**src/pdp_pkg.sv**
```systemverilog
// constants and types shared by the playback path
package pdp_pkg;
   // register byte offsets
   localparam logic [7:0] ADDR_CTRL = 8'h00;
   localparam logic [7:0] ADDR_VOL = 8'h04;
   localparam logic [7:0] ADDR_TIME = 8'h08;
   localparam logic [7:0] ADDR_KNEE = 8'h0c;
   localparam logic [7:0] ADDR_SLOPE = 8'h10;
   localparam logic [7:0] ADDR_STAT = 8'h14;
   // control field positions
   localparam int C_OSR = 0;
   localparam int C_INV = 2;
   localparam int C_MUTE_L = 3;
   localparam int C_MUTE_R = 4;
   localparam int C_SOFT = 5;
   localparam int C_AUTO = 6;
   localparam int C_MAN = 7;
   localparam int C_RINT = 8;
   localparam int C_CEN = 10;
   localparam int C_ALAW = 11;
   localparam int C_SMOOTH = 12;
   localparam int C_MIX_L = 16;
   localparam int C_MIX_R = 20;
   // volume, time, knee and slope field positions
   localparam int V_L = 0;
   localparam int V_R = 8;
   localparam int V_HP = 16;
   localparam int T_PKA = 0;
   localparam int T_PKD = 4;
   localparam int T_GA = 8;
   localparam int T_GD = 12;
   localparam int K_LIM = 0;
   localparam int K_C1 = 5;
   localparam int K_C2 = 10;
   localparam int K_STR = 16;
   localparam int K_GATE = 22;
   localparam int S_LIM = 0;
   localparam int S_C1 = 3;
   localparam int S_C2 = 6;
   localparam int S_STR = 9;
   localparam int S_GATE = 11;
   // reset values: 256x, straight mix, 0 dB, flat curve
   localparam logic [31:0] CTRL_RST = 32'h0021_0003;
   localparam logic [31:0] VOL_RST = 32'h0000_cfcf;
   localparam logic [31:0] TIME_RST = 32'h0000_0000;
   localparam logic [31:0] KNEE_RST = 32'h0000_0000;
   localparam logic [31:0] SLOPE_RST = 32'h0000_016f;
   // knee offsets of the low-level sections, in dB
   localparam logic [7:0] STR_KNEE0 = 8'h12;
   localparam logic [7:0] GATE_KNEE0 = 8'h23;
   // sample-count timing
   localparam logic [10:0] ZERO_RUN = 11'h400;
   localparam logic [7:0] ATT_STEP = 8'h80;
   localparam logic [5:0] ATT_MAX = 6'h36;
   // attenuation ramp states, gray along the path
   typedef enum logic [1:0] {
      ATT_IDLE = 2'b00,
      ATT_DOWN = 2'b01,
      ATT_HOLD = 2'b11,
      ATT_UP = 2'b10
   } pdp_att_t;
endpackage

```
**src/pdp_playback_path.sv**
```systemverilog
// playback digital path with register slave
`timescale 1ns/10ps
`default_nettype none
module pdp_playback_path
   import pdp_pkg::*;
#(
   parameter int SW = 16
) (
   input wire logic aclk,
   input wire logic aresetn,
   input wire logic [7:0] s_axi_awaddr,
   input wire logic s_axi_awvalid,
   output logic s_axi_awready,
   input wire logic [31:0] s_axi_wdata,
   input wire logic [3:0] s_axi_wstrb,
   input wire logic s_axi_wvalid,
   output logic s_axi_wready,
   output logic [1:0] s_axi_bresp,
   output logic s_axi_bvalid,
   input wire logic s_axi_bready,
   input wire logic [7:0] s_axi_araddr,
   input wire logic s_axi_arvalid,
   output logic s_axi_arready,
   output logic [31:0] s_axi_rdata,
   output logic [1:0] s_axi_rresp,
   output logic s_axi_rvalid,
   input wire logic s_axi_rready,
   input wire logic sample_strobe,
   input wire logic [SW-1:0] left_playback_channel,
   input wire logic [SW-1:0] right_playback_channel,
   input wire logic [23:0] capture_left,
   input wire logic [23:0] capture_right,
   output logic [23:0] out_left,
   output logic [23:0] out_right,
   output logic out_valid,
   output logic [7:0] comp_code,
   output logic [1:0] osr_sel,
   output logic [7:0] hp_gain
);
   // software registers
   logic [31:0] ctrl, vol, timing, knee, slope;
   logic aw_got, w_got; // address and data each held once taken
   logic [7:0] aw_addr;
   logic [31:0] w_data;
   logic [3:0] w_strb;
   // processing state
   logic [7:0] vcur_l, vcur_r; // soft-mute ramped volume codes
   logic [22:0] peak; // shared peak magnitude estimate
   logic [6:0] g_cur, g_prev; // applied and last target reduction, dB
   logic [16:0] g_tick; // samples since last gain step
   logic [10:0] zrun; // consecutive zero samples
   pdp_att_t att;
   logic [7:0] saved; // driver volume held during ramp
   logic [5:0] depth; // dB of attenuation applied
   logic [7:0] a_tick; // samples since last ramp step

   // 0.5 dB mantissas within one 6 dB octave, x256
   function automatic logic [8:0] half_db(input logic [3:0] k);
      case (k)
         4'h0: half_db = 9'h100;
         4'h1: half_db = 9'h0f1;
         4'h2: half_db = 9'h0e4;
         4'h3: half_db = 9'h0d7;
         4'h4: half_db = 9'h0cb;
         4'h5: half_db = 9'h0c0;
         4'h6: half_db = 9'h0b5;
         4'h7: half_db = 9'h0ab;
         4'h8: half_db = 9'h0a1;
         4'h9: half_db = 9'h098;
         4'ha: half_db = 9'h090;
         default: half_db = 9'h088;
      endcase
   endfunction

   // clamp to 24-bit two's complement
   function automatic logic [23:0] sat24(input logic signed [35:0] v);
      if (v > 36'sh0007fffff) sat24 = 24'h7fffff;
      else if (v < -36'sh000800000) sat24 = 24'h800000;
      else sat24 = v[23:0];
   endfunction

   // code 1 is -103 dB, 255 is +24 dB, 0 is silence
   function automatic logic [23:0] vol_apply(input logic [23:0] x, input logic [7:0] c);
      logic [7:0] a;
      logic [4:0] sh;
      logic signed [35:0] p;
      a = 8'hff - c;
      sh = 5'(a / 8'd12);
      p = 36'(signed'(x)) * $signed({1'b0, half_db(4'(a % 8'd12))});
      p = p >>> (4 + sh); // x16 ahead gives the +24 dB top
      vol_apply = (c == 8'h00) ? 24'h0 : sat24(p);
   endfunction

   // count leading zeros of a magnitude
   function automatic logic [4:0] lzc(input logic [22:0] v);
      lzc = 5'd23;
      for (int i = 0; i < 23; i++) begin
         if (v[i]) lzc = 5'(22 - i);
      end
   endfunction

   // reduction above a knee for slope 1/2^code; 0 is flat, one is unity
   function automatic logic [7:0] red(input logic [7:0] d, input logic [2:0] c,
                                      input logic [2:0] one);
      if (c == 3'd0) red = d;
      else if (c >= one) red = 8'h0;
      else red = d - (d >> c);
   endfunction

   // extra loss below a knee for slope 2^code
   function automatic logic [9:0] stretch(input logic [7:0] e, input logic [1:0] c);
      stretch = ({2'b0, e} << c) - {2'b0, e};
   endfunction

   // 14-bit magnitude to mu-law, 255 law segments
   function automatic logic [7:0] mu_enc(input logic [23:0] s);
      logic [13:0] m;
      logic [2:0] e;
      m = s[23] ? 14'(-s[23:10]) : s[23:10];
      if (m > 14'd8158) m = 14'd8158;
      m = m + 14'd33;
      e = 3'd0;
      for (int i = 6; i < 13; i++) begin
         if (m[i]) e = 3'(i - 5);
      end
      mu_enc = ~{s[23], e, 4'(m >> (e + 1))};
   endfunction

   // 13-bit magnitude to A-law, A of 87.6 segments
   function automatic logic [7:0] a_enc(input logic [23:0] s);
      logic [12:0] m;
      logic [2:0] e;
      m = s[23] ? 13'(-s[23:11]) : s[23:11];
      if (m > 13'd4095) m = 13'd4095;
      e = 3'd0;
      for (int i = 5; i < 12; i++) begin
         if (m[i]) e = 3'(i - 4);
      end
      a_enc = {~s[23], e, 4'((e == 3'd0) ? (m >> 1) : (m >> e))} ^ 8'h55;
   endfunction

   // received 8-bit code back to a 16-bit sample
   function automatic logic [15:0] law_dec(input logic [7:0] c, input logic alaw);
      logic [7:0] u;
      logic [15:0] m;
      u = alaw ? (c ^ 8'h55) : ~c;
      if (alaw) begin
         m = (u[6:4] == 3'd0) ? {8'h0, u[3:0], 4'h8}
             : ({8'h0, u[3:0], 4'h0} + 16'd264) << (u[6:4] - 3'd1);
      end else begin
         m = (({9'h0, u[3:0], 3'h0} + 16'd132) << u[6:4]) - 16'd132;
      end
      law_dec = (alaw ? u[7] : ~u[7]) ? m : 16'(-m);
   endfunction

   // register bus decode
   wire aw_hit = (aw_addr <= ADDR_STAT) && (aw_addr[1:0] == 2'b00);
   wire ar_hit = (s_axi_araddr <= ADDR_STAT) && (s_axi_araddr[1:0] == 2'b00);
   wire do_write = aw_got && w_got && !s_axi_bvalid;
   wire [31:0] stat = {1'b0, peak[22:16], 1'b0, g_cur, att != ATT_IDLE, 1'b0, depth, hp_gain};
   wire [31:0] rd_word = (s_axi_araddr == ADDR_CTRL) ? ctrl
                       : (s_axi_araddr == ADDR_VOL) ? vol
                       : (s_axi_araddr == ADDR_TIME) ? timing
                       : (s_axi_araddr == ADDR_KNEE) ? knee
                       : (s_axi_araddr == ADDR_SLOPE) ? slope
                       : (s_axi_araddr == ADDR_STAT) ? stat : 32'h0;
   wire [31:0] wmask = {{8{w_strb[3]}}, {8{w_strb[2]}}, {8{w_strb[1]}}, {8{w_strb[0]}}};

   // applies byte lanes of the held write to one register
   function automatic logic [31:0] merge(input logic [31:0] old, input logic [31:0] nw,
                                         input logic [31:0] mk);
      merge = (old & ~mk) | (nw & mk);
   endfunction

   // address and data taken in either order, one response after both
   always_ff @(posedge aclk) begin
      if (!aresetn) begin
         aw_got <= 1'b0;
         w_got <= 1'b0;
         aw_addr <= 8'h00;
         w_data <= 32'h0;
         w_strb <= 4'h0;
         s_axi_awready <= 1'b1;
         s_axi_wready <= 1'b1;
         s_axi_bvalid <= 1'b0;
         s_axi_bresp <= 2'b00;
      end else begin
         if (s_axi_awvalid && s_axi_awready) begin
            aw_got <= 1'b1;
            aw_addr <= s_axi_awaddr;
            s_axi_awready <= 1'b0;
         end
         if (s_axi_wvalid && s_axi_wready) begin
            w_got <= 1'b1;
            w_data <= s_axi_wdata;
            w_strb <= s_axi_wstrb;
            s_axi_wready <= 1'b0;
         end
         if (do_write) begin
            aw_got <= 1'b0;
            w_got <= 1'b0;
            s_axi_bvalid <= 1'b1;
            s_axi_bresp <= aw_hit ? 2'b00 : 2'b10; // unmapped answers slave error
         end
         if (s_axi_bvalid && s_axi_bready) begin
            s_axi_bvalid <= 1'b0;
            s_axi_awready <= 1'b1;
            s_axi_wready <= 1'b1;
         end
      end
   end

   // register storage; status is read only
   always_ff @(posedge aclk) begin
      if (!aresetn) begin
         ctrl <= CTRL_RST;
         vol <= VOL_RST;
         timing <= TIME_RST;
         knee <= KNEE_RST;
         slope <= SLOPE_RST;
      end else if (do_write) begin
         if (aw_addr == ADDR_CTRL) ctrl <= merge(ctrl, w_data, wmask);
         if (aw_addr == ADDR_VOL) vol <= merge(vol, w_data, wmask);
         if (aw_addr == ADDR_TIME) timing <= merge(timing, w_data, wmask);
         if (aw_addr == ADDR_KNEE) knee <= merge(knee, w_data, wmask);
         if (aw_addr == ADDR_SLOPE) slope <= merge(slope, w_data, wmask);
      end
   end

   // one read at a time, data held until taken
   always_ff @(posedge aclk) begin
      if (!aresetn) begin
         s_axi_arready <= 1'b1;
         s_axi_rvalid <= 1'b0;
         s_axi_rdata <= 32'h0;
         s_axi_rresp <= 2'b00;
      end else if (s_axi_arvalid && s_axi_arready) begin
         s_axi_arready <= 1'b0;
         s_axi_rvalid <= 1'b1;
         s_axi_rdata <= rd_word;
         s_axi_rresp <= ar_hit ? 2'b00 : 2'b10;
      end else if (s_axi_rvalid && s_axi_rready) begin
         s_axi_rvalid <= 1'b0;
         s_axi_arready <= 1'b1;
      end
   end

   // receive side: optional expansion of the low byte, then widen
   wire cen = ctrl[C_CEN];
   wire alaw = ctrl[C_ALAW];
   wire [15:0] in_l = cen ? law_dec(left_playback_channel[7:0], alaw) : left_playback_channel;
   wire [15:0] in_r = cen ? law_dec(right_playback_channel[7:0], alaw) : right_playback_channel;
   wire [23:0] wide_l = {in_l, 8'h00};
   wire [23:0] wide_r = {in_r, 8'h00};
   // digital volume with individual mutes
   wire [23:0] g_l = ctrl[C_MUTE_L] ? 24'h0 : vol_apply(wide_l, vcur_l);
   wire [23:0] g_r = ctrl[C_MUTE_R] ? 24'h0 : vol_apply(wide_r, vcur_r);

   // mixer: bits are serial left, serial right, capture left, capture right
   wire [3:0] mix_l = ctrl[C_MIX_L+:4];
   wire [3:0] mix_r = ctrl[C_MIX_R+:4];
   wire signed [35:0] src0 = 36'(signed'(g_l));
   wire signed [35:0] src1 = 36'(signed'(g_r));
   wire signed [35:0] src2 = 36'(signed'(capture_left));
   wire signed [35:0] src3 = 36'(signed'(capture_right));
   wire [23:0] mx_l = sat24((mix_l[0] ? src0 : 36'sh0) + (mix_l[1] ? src1 : 36'sh0)
                    + (mix_l[2] ? src2 : 36'sh0) + (mix_l[3] ? src3 : 36'sh0));
   wire [23:0] mx_r = sat24((mix_r[0] ? src0 : 36'sh0) + (mix_r[1] ? src1 : 36'sh0)
                    + (mix_r[2] ? src2 : 36'sh0) + (mix_r[3] ? src3 : 36'sh0));

   // peak level of the louder channel after the mixer
   wire [22:0] mag_l = mx_l[23] ? 23'(~mx_l[22:0]) : mx_l[22:0];
   wire [22:0] mag_r = mx_r[23] ? 23'(~mx_r[22:0]) : mx_r[22:0];
   wire [22:0] mag = (mag_l > mag_r) ? mag_l : mag_r;
   wire [2:0] pk_a = timing[T_PKA+3] ? 3'd7 : timing[T_PKA+:3]; // codes past 0111 clamp
   wire [2:0] pk_d = timing[T_PKD+3] ? 3'd7 : timing[T_PKD+:3];
   wire [22:0] pk_up = peak + ((mag - peak) >> (4'(pk_a) + 4'd1)) + 23'd1;
   wire [22:0] pk_dn = peak - (peak >> (4'd6 + pk_d));
   wire [22:0] next_peak = (mag > peak) ? ((pk_up > mag) ? mag : pk_up) : pk_dn;

   // static curve in dB below full scale, 6 dB per leading zero
   wire [7:0] lvl = 8'(lzc(peak)) * 8'd6;
   wire [7:0] kn_lim = {3'b0, knee[K_LIM+:5]};
   wire [7:0] kn_c1 = {3'b0, knee[K_C1+:5]};
   wire [7:0] kn_c2 = {2'b0, knee[K_C2+:6]};
   wire [7:0] kn_str = {2'b0, knee[K_STR+:6]} + STR_KNEE0;
   wire [7:0] kn_gate = {2'b0, knee[K_GATE+:6]} + GATE_KNEE0;
   wire [7:0] d_lim = (lvl < kn_lim) ? kn_lim - lvl : 8'h0;
   wire [7:0] d_c1 = (lvl < kn_c1) ? kn_c1 - lvl : 8'h0;
   wire [7:0] d_c2 = (lvl < kn_c2) ? kn_c2 - lvl : 8'h0;
   wire [7:0] d_str = (lvl > kn_str) ? lvl - kn_str : 8'h0;
   wire [7:0] d_gate = (lvl > kn_gate) ? lvl - kn_gate : 8'h0;
   wire [11:0] g_sum = {4'h0, red(d_lim, slope[S_LIM+:3], 3'd7)}
                     + {4'h0, red(d_c1, slope[S_C1+:3], 3'd5)}
                     + {4'h0, red(d_c2, slope[S_C2+:3], 3'd5)}
                     + {2'b0, stretch(d_str, slope[S_STR+:2])}
                     + {2'b0, stretch(d_gate, slope[S_GATE+:2])};
   wire [6:0] g_raw = (g_sum > 12'd127) ? 7'd127 : g_sum[6:0];
   wire [7:0] g_avg = ({1'b0, g_raw} + {1'b0, g_prev}) >> 1;
   wire [6:0] g_tgt = ctrl[C_SMOOTH] ? g_avg[6:0] : g_raw;
   // gain step periods in samples
   wire [3:0] ga = (timing[T_GA+:4] > 4'hc) ? 4'hc : timing[T_GA+:4];
   wire [3:0] gd = (timing[T_GD+:4] > 4'ha) ? 4'ha : timing[T_GD+:4];
   wire [16:0] atk_len = (17'd2 << ga) - 17'd1;
   wire [16:0] dcy_len = (17'd64 << gd) - 17'd1;
   wire g_step = (g_tgt > g_cur) ? (g_tick + 17'd1 >= atk_len) : (g_tick + 17'd1 >= dcy_len);
   // range control is the last stage before polarity
   wire [4:0] g_sh = (g_cur / 7'd6 > 7'd23) ? 5'd23 : 5'(g_cur / 7'd6);
   wire [23:0] dr_l = 24'($signed(mx_l) >>> g_sh);
   wire [23:0] dr_r = 24'($signed(mx_r) >>> g_sh);
   wire inv = ctrl[C_INV];
   wire [23:0] pol_l = inv ? sat24(-36'(signed'(dr_l))) : dr_l;
   wire [23:0] pol_r = inv ? sat24(-36'(signed'(dr_r))) : dr_r;

   // gain smoothing and peak tracking, per sample
   always_ff @(posedge aclk) begin
      if (!aresetn) begin
         peak <= 23'h0;
         g_cur <= 7'd0;
         g_prev <= 7'd0;
         g_tick <= 17'd0;
      end else if (sample_strobe) begin
         peak <= next_peak;
         g_prev <= g_tgt;
         if (g_tgt == g_cur) g_tick <= 17'd0;
         else if (g_step) begin
            g_tick <= 17'd0;
            g_cur <= (g_tgt > g_cur) ? g_cur + 7'd1 : g_cur - 7'd1;
         end else g_tick <= g_tick + 17'd1;
      end
   end

   // soft mute walks the volume one half-dB per sample
   wire [7:0] vt_l = ctrl[C_SOFT] ? 8'h00 : vol[V_L+:8];
   wire [7:0] vt_r = ctrl[C_SOFT] ? 8'h00 : vol[V_R+:8];
   always_ff @(posedge aclk) begin
      if (!aresetn) begin
         vcur_l <= VOL_RST[V_L+:8];
         vcur_r <= VOL_RST[V_R+:8];
      end else if (sample_strobe) begin
         if (vcur_l > vt_l) vcur_l <= vcur_l - 8'd1;
         else if (vcur_l < vt_l) vcur_l <= vcur_l + 8'd1;
         if (vcur_r > vt_r) vcur_r <= vcur_r - 8'd1;
         else if (vcur_r < vt_r) vcur_r <= vcur_r + 8'd1;
      end
   end

   // zero detection on the incoming stream, both channels
   wire nonzero = (left_playback_channel != '0) || (right_playback_channel != '0);
   always_ff @(posedge aclk) begin
      if (!aresetn) zrun <= 11'd0;
      else if (sample_strobe) begin
         if (nonzero) zrun <= 11'd0;
         else if (zrun != ZERO_RUN) zrun <= zrun + 11'd1;
      end
   end

   // pop-free driver attenuation; a nonzero sample drops auto demand at once
   wire want = ctrl[C_MAN] || (ctrl[C_AUTO] && (zrun == ZERO_RUN));
   wire [1:0] rsel = ctrl[C_RINT+:2];
   wire [7:0] up_len = (rsel == 2'd0) ? 8'd1 : (rsel == 2'd1) ? 8'd16
                     : (rsel == 2'd2) ? 8'd32 : ATT_STEP;
   wire [7:0] a_next = a_tick + 8'd1;
   always_ff @(posedge aclk) begin
      if (!aresetn) begin
         att <= ATT_IDLE;
         saved <= 8'h00;
         depth <= 6'd0;
         a_tick <= 8'd0;
      end else begin
         case (att)
            ATT_IDLE: begin
               if (want) begin
                  saved <= vol[V_HP+:8];
                  depth <= 6'd0;
                  a_tick <= 8'd0;
                  att <= ATT_DOWN;
               end
            end
            ATT_DOWN: begin
               if (!want) begin
                  a_tick <= 8'd0;
                  att <= ATT_UP; // continue from current depth
               end else if (sample_strobe) begin
                  if (a_next == ATT_STEP) begin
                     a_tick <= 8'd0;
                     depth <= depth + 6'd1;
                     if (depth + 6'd1 == ATT_MAX) att <= ATT_HOLD;
                  end else a_tick <= a_next;
               end
            end
            ATT_HOLD: begin
               if (!want) begin
                  a_tick <= 8'd0;
                  att <= ATT_UP;
               end
            end
            ATT_UP: begin
               if (want) begin
                  a_tick <= 8'd0;
                  att <= ATT_DOWN;
               end else if (depth == 6'd0) att <= ATT_IDLE;
               else if (sample_strobe) begin
                  if (a_next >= up_len) begin
                     a_tick <= 8'd0;
                     depth <= depth - 6'd1;
                     if (depth == 6'd1) att <= ATT_IDLE;
                  end else a_tick <= a_next;
               end
            end
            default: att <= ATT_IDLE;
         endcase
      end
   end

   // registered outputs
   always_ff @(posedge aclk) begin
      if (!aresetn) begin
         out_left <= 24'h0;
         out_right <= 24'h0;
         out_valid <= 1'b0;
         comp_code <= 8'h00;
         osr_sel <= CTRL_RST[C_OSR+:2];
         hp_gain <= 8'h00;
      end else begin
         out_valid <= sample_strobe;
         osr_sel <= ctrl[C_OSR+:2];
         hp_gain <= (att == ATT_IDLE) ? vol[V_HP+:8] : saved - {2'b0, depth};
         if (sample_strobe) begin
            out_left <= pol_l;
            out_right <= pol_r;
            comp_code <= alaw ? a_enc(pol_l) : mu_enc(pol_l);
         end
      end
   end
endmodule // pdp_playback_path
`default_nettype wire

```
**config.mk**
```make
export PLATFORM = sky130hd
export DESIGN_NAME = pdp_playback_path
export DESIGN_NICKNAME = d
export VERILOG_FILES = /design/src/pdp_pkg.sv /design/src/pdp_playback_path.sv
export SDC_FILE = /design/constraint.sdc
export NUM_CORES = 2
export LEC_CHECK = 0
export BUFFER_PORTS_ARGS = -buffer_cell sky130_fd_sc_hd__buf_2
export CAP_MARGIN = 20
export CORE_ASPECT_RATIO = 0.6
export CORE_MARGIN = 2
export CORE_UTILIZATION = 47
export DETAILED_ROUTE_END_ITERATION = 6
export GPL_ROUTABILITY_DRIVEN = 0
export SYNTH_ARGS = -nofsm -noshare
export SYNTH_HDL_FRONTEND = slang
export SYNTH_SLANG_ARGS = --single-unit
```
**constraint.sdc**
```tcl
create_clock -name aclk -period 34.8 [get_ports aclk]
set_input_delay 6.96 -clock aclk [delete_from_list [all_inputs] [get_ports aclk]]
set_output_delay 6.96 -clock aclk [all_outputs]
set_load 0.005 [all_outputs]
```
== Word level (Yosys, flattened, before mapping) ==
Memory sizes are Yosys's and may differ from the RTL's.
Cells that the tools add are included.

* Memories: 2
* Output and inout bits: 108
* ROM bits: 288
* Flip-flop bits (word level): 419

* Shift-type cells: 19
* $lt $le $gt $ge: 39
* Div/mod/pow operators: 5
* Equal/unequal tests: 37
* Bitwise logic cells: 25
* Multipliers: 3
* Reductions and logical operators: 51
* Muxes and demuxes: 171
* $add $sub $neg: 63

{| class="wikitable"
|+ Memories
! name !! depth !! bits a word !! rd ports !! clocked after Yosys merged registers in !! write ports !! RTL line !! text
|-
| (no name shown) || 16 || 9 || 1 || 0 || 0 || pdp_playback_path.sv:59 || <nowiki>case (k)</nowiki>
|-
| (no name shown) || 16 || 9 || 1 || 0 || 0 || pdp_playback_path.sv:59 ||
|}

{| class="wikitable"
|+ Operators by type and width
! operator !! count
|-
| $mux W24 || 18
|-
| $mux W36 || 8
|-
| $mux W8 || 33
|-
| $add A36 B36 Y36 || 6
|-
| $gt A36 B24 Y1 const B || 6
|-
| $lt A36 B24 Y1 const B || 6
|-
| $and A32 B32 Y32 || 6
|-
| $mux W32 || 5
|-
| $or A32 B32 Y32 || 5
|-
| $mux W16 || 8
|-
| $mux W23 || 5
|-
| $mux W5 || 23
|-
| $neg A24 Y36 || 2
|-
| $sshr A34 B6 Y36 || 2
|-
| $gt A23 B23 Y1 || 3
|-
| $mux W14 || 4
|-
| $mul A16 B10 Y26 || 2
|-
| $mux W13 || 4
|-
| $mux W3 || 17
|-
| $mux W6 || 8
|-
| $sshr A24 B5 Y24 || 2
|-
| $not A23 Y23 || 2
|-
| $shr A23 B4 Y23 || 2
|-
| $sub A23 B23 Y23 || 2
|-
| 107 further kinds || 234
|}

== Logic depth before layout (Yosys ltp) ==
* Depth in word-level cells: 49
* Gate-level depth with buffers: 146
* Mapped depth without buffers: 137

== Worst setup path after synthesis ==
No wires, ideal clock.

* Path type: input -> register
* Start point: in left_playback_channel[5]
* End point: reg peak[17]
* Arrival time: 32.297 ns
* Path buffers: 10
* Path slack: 2.371 ns
* Data required time: 34.667 ns
* Stages: 136
* Cell sequence: clkbuf_1 -> buf_1 -> xnor2_1 -> inv_1 -> ha_1 -> ha_1 -> clkbuf_1 -> inv_1 -> o311ai_0 -> o21ai_0 -> nand3_1 -> nand2b_1 -> xnor2_1 -> a21oi_1 -> nand2_1 -> fa_1 -> fa_1 -> inv_1 -> [100 not listed] -> and2_1 -> o21ai_0 -> nand2_1 -> a21o_1 -> a21oi_1 -> xnor2_1 -> ha_1 -> o21ai_0 -> nand2b_1 -> a21oi_1 -> nor2b_1 -> o21ai_0 -> a22o_1 -> buf_1 -> mux2i_1 -> nor2_1 -> o21ai_0 -> a21oi_1

* Longest elaborated chain between the ends: 34
* Elaborated cells on any way between the ends: 50

{| class="wikitable"
|+ RTL lines
! what !! RTL line !! text
|-
| start: declaration || pdp_playback_path.sv:29 || <nowiki>input wire logic [SW-1:0] left_playback_channel,</nowiki>
|-
| parallel branches: the longest is 8 deep, another holds $sub A16 B8 Y16 || n/a ||
|-
| $mux W16 * || pdp_playback_path.sv:251 || <nowiki>wire [15:0] in_l = cen ? law_dec(left_playback_channel[7:0], alaw) : left_playback_channel;</nowiki>
|-
| $mul A16 B10 Y26 * || pdp_playback_path.sv:89 || <nowiki>p = 36'(signed'(x)) * $signed({1'b0, half_db(4'(a % 8'd12))});</nowiki>
|-
| $sshr A34 B6 Y36 * || pdp_playback_path.sv:90 || <nowiki>p = p >>> (4 + sh);</nowiki>
|-
| $lt A36 B24 Y1 || pdp_playback_path.sv:78 || <nowiki>else if (v < -36'sh000800000) sat24 = 24'h800000;</nowiki>
|-
| $mux W24 || pdp_playback_path.sv:78 ||
|-
| $mux W24 * || pdp_playback_path.sv:77 || <nowiki>if (v > 36'sh0007fffff) sat24 = 24'h7fffff;</nowiki>
|-
| $mux W24 * || pdp_playback_path.sv:91 || <nowiki>vol_apply = (c == 8'h00) ? 24'h0 : sat24(p);</nowiki>
|-
| [11 not listed] || n/a ||
|-
| $mux W23 * || pdp_playback_path.sv:274 || <nowiki>wire [22:0] mag = (mag_l > mag_r) ? mag_l : mag_r;</nowiki>
|-
| $sub A23 B23 Y23 || pdp_playback_path.sv:277 || <nowiki>wire [22:0] pk_up = peak + ((mag - peak) >> (4'(pk_a) + 4'd1)) + 23'd1;</nowiki>
|-
| $shr A23 B4 Y23 || pdp_playback_path.sv:277 ||
|-
| $add A23 B23 Y23 || pdp_playback_path.sv:277 ||
|-
| $add A23 B1 Y23 || pdp_playback_path.sv:277 ||
|-
| $gt A23 B23 Y1 || pdp_playback_path.sv:279 || <nowiki>wire [22:0] next_peak = (mag > peak) ? ((pk_up > mag) ? mag : pk_up) : pk_dn;</nowiki>
|-
| $mux W23 || pdp_playback_path.sv:279 ||
|-
| $mux W23 * || pdp_playback_path.sv:279 ||
|-
| end signal: assignment || pdp_playback_path.sv:323 || <nowiki>peak <= next_peak;</nowiki>
|-
| end: declaration || pdp_playback_path.sv:48 || <nowiki>logic [22:0] peak;</nowiki>
|}

Mark *: on every way between the ends.
A chain may end at the register's enable or synchronous reset.

== Worst setup path in the final report ==
* Start point: in right_playback_channel[5]
* End point: reg peak[3]

* Longest elaborated chain between the ends: 34
* Elaborated cells on any way between the ends: 50

{| class="wikitable"
|+ RTL lines
! what !! RTL line !! text
|-
| start: declaration || pdp_playback_path.sv:30 || <nowiki>input wire logic [SW-1:0] right_playback_channel,</nowiki>
|-
| parallel branches: the longest is 8 deep, another holds $sub A16 B8 Y16 || n/a ||
|-
| $mux W16 * || pdp_playback_path.sv:252 || <nowiki>wire [15:0] in_r = cen ? law_dec(right_playback_channel[7:0], alaw) : right_playback_channel;</nowiki>
|-
| $mul A16 B10 Y26 * || pdp_playback_path.sv:89 ||
|-
| $sshr A34 B6 Y36 * || pdp_playback_path.sv:90 ||
|-
| $lt A36 B24 Y1 || pdp_playback_path.sv:78 ||
|-
| $mux W24 || pdp_playback_path.sv:78 ||
|-
| $mux W24 * || pdp_playback_path.sv:77 ||
|-
| $mux W24 * || pdp_playback_path.sv:91 ||
|-
| [11 not listed] || n/a ||
|-
| $mux W23 * || pdp_playback_path.sv:274 ||
|-
| $sub A23 B23 Y23 || pdp_playback_path.sv:277 ||
|-
| $shr A23 B4 Y23 || pdp_playback_path.sv:277 ||
|-
| $add A23 B23 Y23 || pdp_playback_path.sv:277 ||
|-
| $add A23 B1 Y23 || pdp_playback_path.sv:277 ||
|-
| $gt A23 B23 Y1 || pdp_playback_path.sv:279 ||
|-
| $mux W23 || pdp_playback_path.sv:279 ||
|-
| $mux W23 * || pdp_playback_path.sv:279 ||
|}

Marked as above.

==> key figures <==
Global routing
  • Met1 Use GR: 50.75%
  • Overflow after GRT: 0
  • Largest net degree at the start of global routing: about 110
  • Grt met2 use: a little over two fifths
  • Vias in the first global route: just under 60000
  • First-pass GRT wire length: 353.8 mm
  • Global route hottest layer: met1
  • Antenna violations before repair: 15
  • GR Util All Layers: 32.26%
  • Met3 Track Usage GR: around 8%

Timing
  • Hold slack final: 0.4435 ns
  • Endpoints failing setup: 0
  • Count of final hold-check violations: 0
  • Final period util: a little over nine tenths
  • Worst-Margin Slew: around 1.1 ns
  • FMAX: about 30 MHz
  • Worst setup margin: 1.976 ns
  • TNS Setup: 0 ns
  • Slew Limit Fails: 0
  • Worst clock skew: ~0.040 ns
  • Slew HR: 24.52%
  • Fin crit period: 32.82 ns

Final layout
  • Layout cell share with drive strength beyond 1: 8.305%
  • Filler instances: between 10000 and 15000
  • Synth-to-Final Area Change: 7.141%
  • Area of the multi-input gates: approximately 0.05 sq mm
  • Fin nets: 9691
  • Design area: roughly 0.068 sq mm
  • Reg area: between 0.008 and 0.009 sq mm

Status
  • Status: finished with violations
  • Failing checks: design-rule violations

Route
  • Routed WL: between 200 and 250 mm
  • Via Count: between 60000 and 70000
  • DR pass1 iterations: 7
  • Iter 0 DRT Violations: roughly 8000
  • Routed len/inst: 21.85 um
  • Drt drc: 21
  • Antenna viol nets, final: 0
  • Routed vias/inst: between 6 and 7

Worst setup path
  • CP max stage delay: between 0.6 and 0.7 ns
  • Crit path top cell by count: a21oi_1
  • CP Data Arrival Time: between 30 and 40 ns
  • Crit path capture type: flop
  • Startpoint class of the critical path: primary input
  • Launch point of the worst path: right_playback_channel[5]
  • R2R Setup Slk: roughly 7.4 ns
  • Critical-path top delay cell: fa_1
  • Worst Path Class, Setup: primary input to flop
  • CP required: 35.30 ns
  • Critical path peak fanout: 34

Die
  • Die Y: 288.2 um
  • Row count: between 100 and 150
  • DIE AREA: about 0.14 sq mm
  • Starting Density: 47.29%
  • Core area: between 0.1 and 0.15 sq mm
  • Die width: 477.6 um
  • I/O pin count: about 250

Synth
  • Cell Area, Synth: around 0.063 sq mm
  • Post-synth EDFFs: 0
  • Async S/R FF share, synth: 0%
  • Register area share after synthesis: 13.20%
  • Synth warn: 0
  • Count of cell types in the netlist: 137
  • Syn Inst Count: 8717
  • Post-synthesis average cell area: roughly 7.3 sq um
  • Main synth FF type: dfxtp_1
  • Synth Register Bits: roughly 420

Clocking
  • Root Driver: clkbuf_16
  • TritonCTS clock tree: built
  • Hold buffer count at cts: 0
  • CTS clk-pin slew, worst paths: about 0.080 ns
  • CTS Buf Count: 41
  • Longest Clk Path Bufs: 3
  • CTS H-Tree Depth: 2
  • TritonCTS Sinks: between 400 and 500
  • Clk_lat worst skew: just over 0.6 ns

Placement
  • Setup Slack @ Placement: approximately 0.21 ns
  • I/O Buffers: between 200 and 250
  • Post-DP HPWL: between 150 and 200 mm
  • Post-DP Area: between 0.06 and 0.07 sq mm

Hold path
  • HP Class: flop to flop
  • Hold_sp: out_right[20]

Job
  • Max-cap violations: 0
## worst paths after layout
path / to / cells after the start
worst max-delay path: peak[3] / 126
worst min-delay path: out_right[20] / 2
worst min register to register: out_right[20] / 2
worst max register to register: peak[3] / 124
## logic make-up (layout without fill, tap and decap cells)
logic type	Yosys count	after routing	share of synthesized area (%)
flip-flops	417	417	13.20
multiplexers	425	425	7.038
XOR/XNOR	314	314	4.383
AO/OA/AOI/OAI	2330	2330	23.44
buffers and inverters	1259	1230	7.671
adder cells (fa/ha/maj)	884	884	22.04
other	2	15	0.01187
AND/OR/NAND/NOR	3086	3086	22.22
## worst max-delay path, delay by kind of cell
kind / cells / cell delay (ns)
compound gates: 67 / 13.28
xor+xnor: 9 / 1.83
fa+ha+maj: 12 / 5.25
buf+inv: 12 / 1.65
mux: 7 / 1.81
simple gates: 19 / 2.48
## area by class of cell
type	instances	share of cell area (%)
antenna	7	0.02585
clock buffer	51	1.614
clock inverter	17	0.4413
timing repair buffer	385	3.419
tap	1802	3.327
inverter	777	4.326
multi-input combinational	7047	74.52
sequential	417	12.32
## stage by stage
step           util (%)  std cells
2_1_floorplan         -       8723
3_3_place_gp      49.25      10410
4_1_cts           50.32      10480
6_report          50.66      10500
5_1_grt           50.66      10500
3_5_place_dp      49.27      10410
## layer usage
layer | wire length [um] | up-vias | share of wire, %
met5 | 0 | - | 0
met4 | 4174 | 0 | 1.8
met3 | 28100 | 269 | 12
met2 | 87570 | 3370 | 38
met1 | 109700 | 30460 | 48
li1 | - | 30090 | -
## placed cells by master, fill, tap and decap left out, types with 129 or more instances in the layout
| cell | n |
|---|---|
| nand2b_1 | 129 |
| nand2_1 | 1222 |
| o21ai_0 | 513 |
| mux2i_1 | 346 |
| ha_1 | 494 |
| inv_1 | 768 |
| buf_4 | 133 |
| nand3_1 | 211 |
| fa_1 | 382 |
| xnor2_1 | 213 |
| dfxtp_1 | 414 |
| buf_2 | 241 |
| nor2_1 | 825 |
| a21oi_1 | 781 |
## Yosys cell counts (all sizes together), types with 46 or more instances
cell type | count | share of area [%]
a211oi | 110 | 1.3
a21o | 125 | 1.5
a21oi | 800 | 6.4
a31oi | 74 | 0.78
and2 | 128 | 1.3
and3 | 62 | 0.63
buf | 85 | 0.70
clkbuf | 397 | 2.4
dfxtp | 417 | 13
fa | 384 | 12
ha | 498 | 9.9
inv | 770 | 4.6
mux2 | 62 | 1.1
mux2i | 355 | 5.6
nand2 | 1226 | 7.3
nand2b | 129 | 1.3
nand3 | 212 | 1.7
nand4 | 62 | 0.61
nor2 | 830 | 4.9
nor2b | 98 | 0.97
nor3 | 131 | 1.1
o211ai | 79 | 0.98
o21a | 53 | 0.63
o21ai | 554 | 4.4
o22ai | 65 | 0.67
or3 | 46 | 0.48
xnor2 | 222 | 3.1
xor2 | 92 | 1.3
## what timing repair did
action / in CTS / in global routing
endpoints found under the setup margin: 0 / 23
gates resized for setup: 0 / 82
buffers inserted: 0 / 9
Power is left out: the tool's default activity adds up to more than one toggle a clock period on the data nets, which glitch-free logic cannot reach.
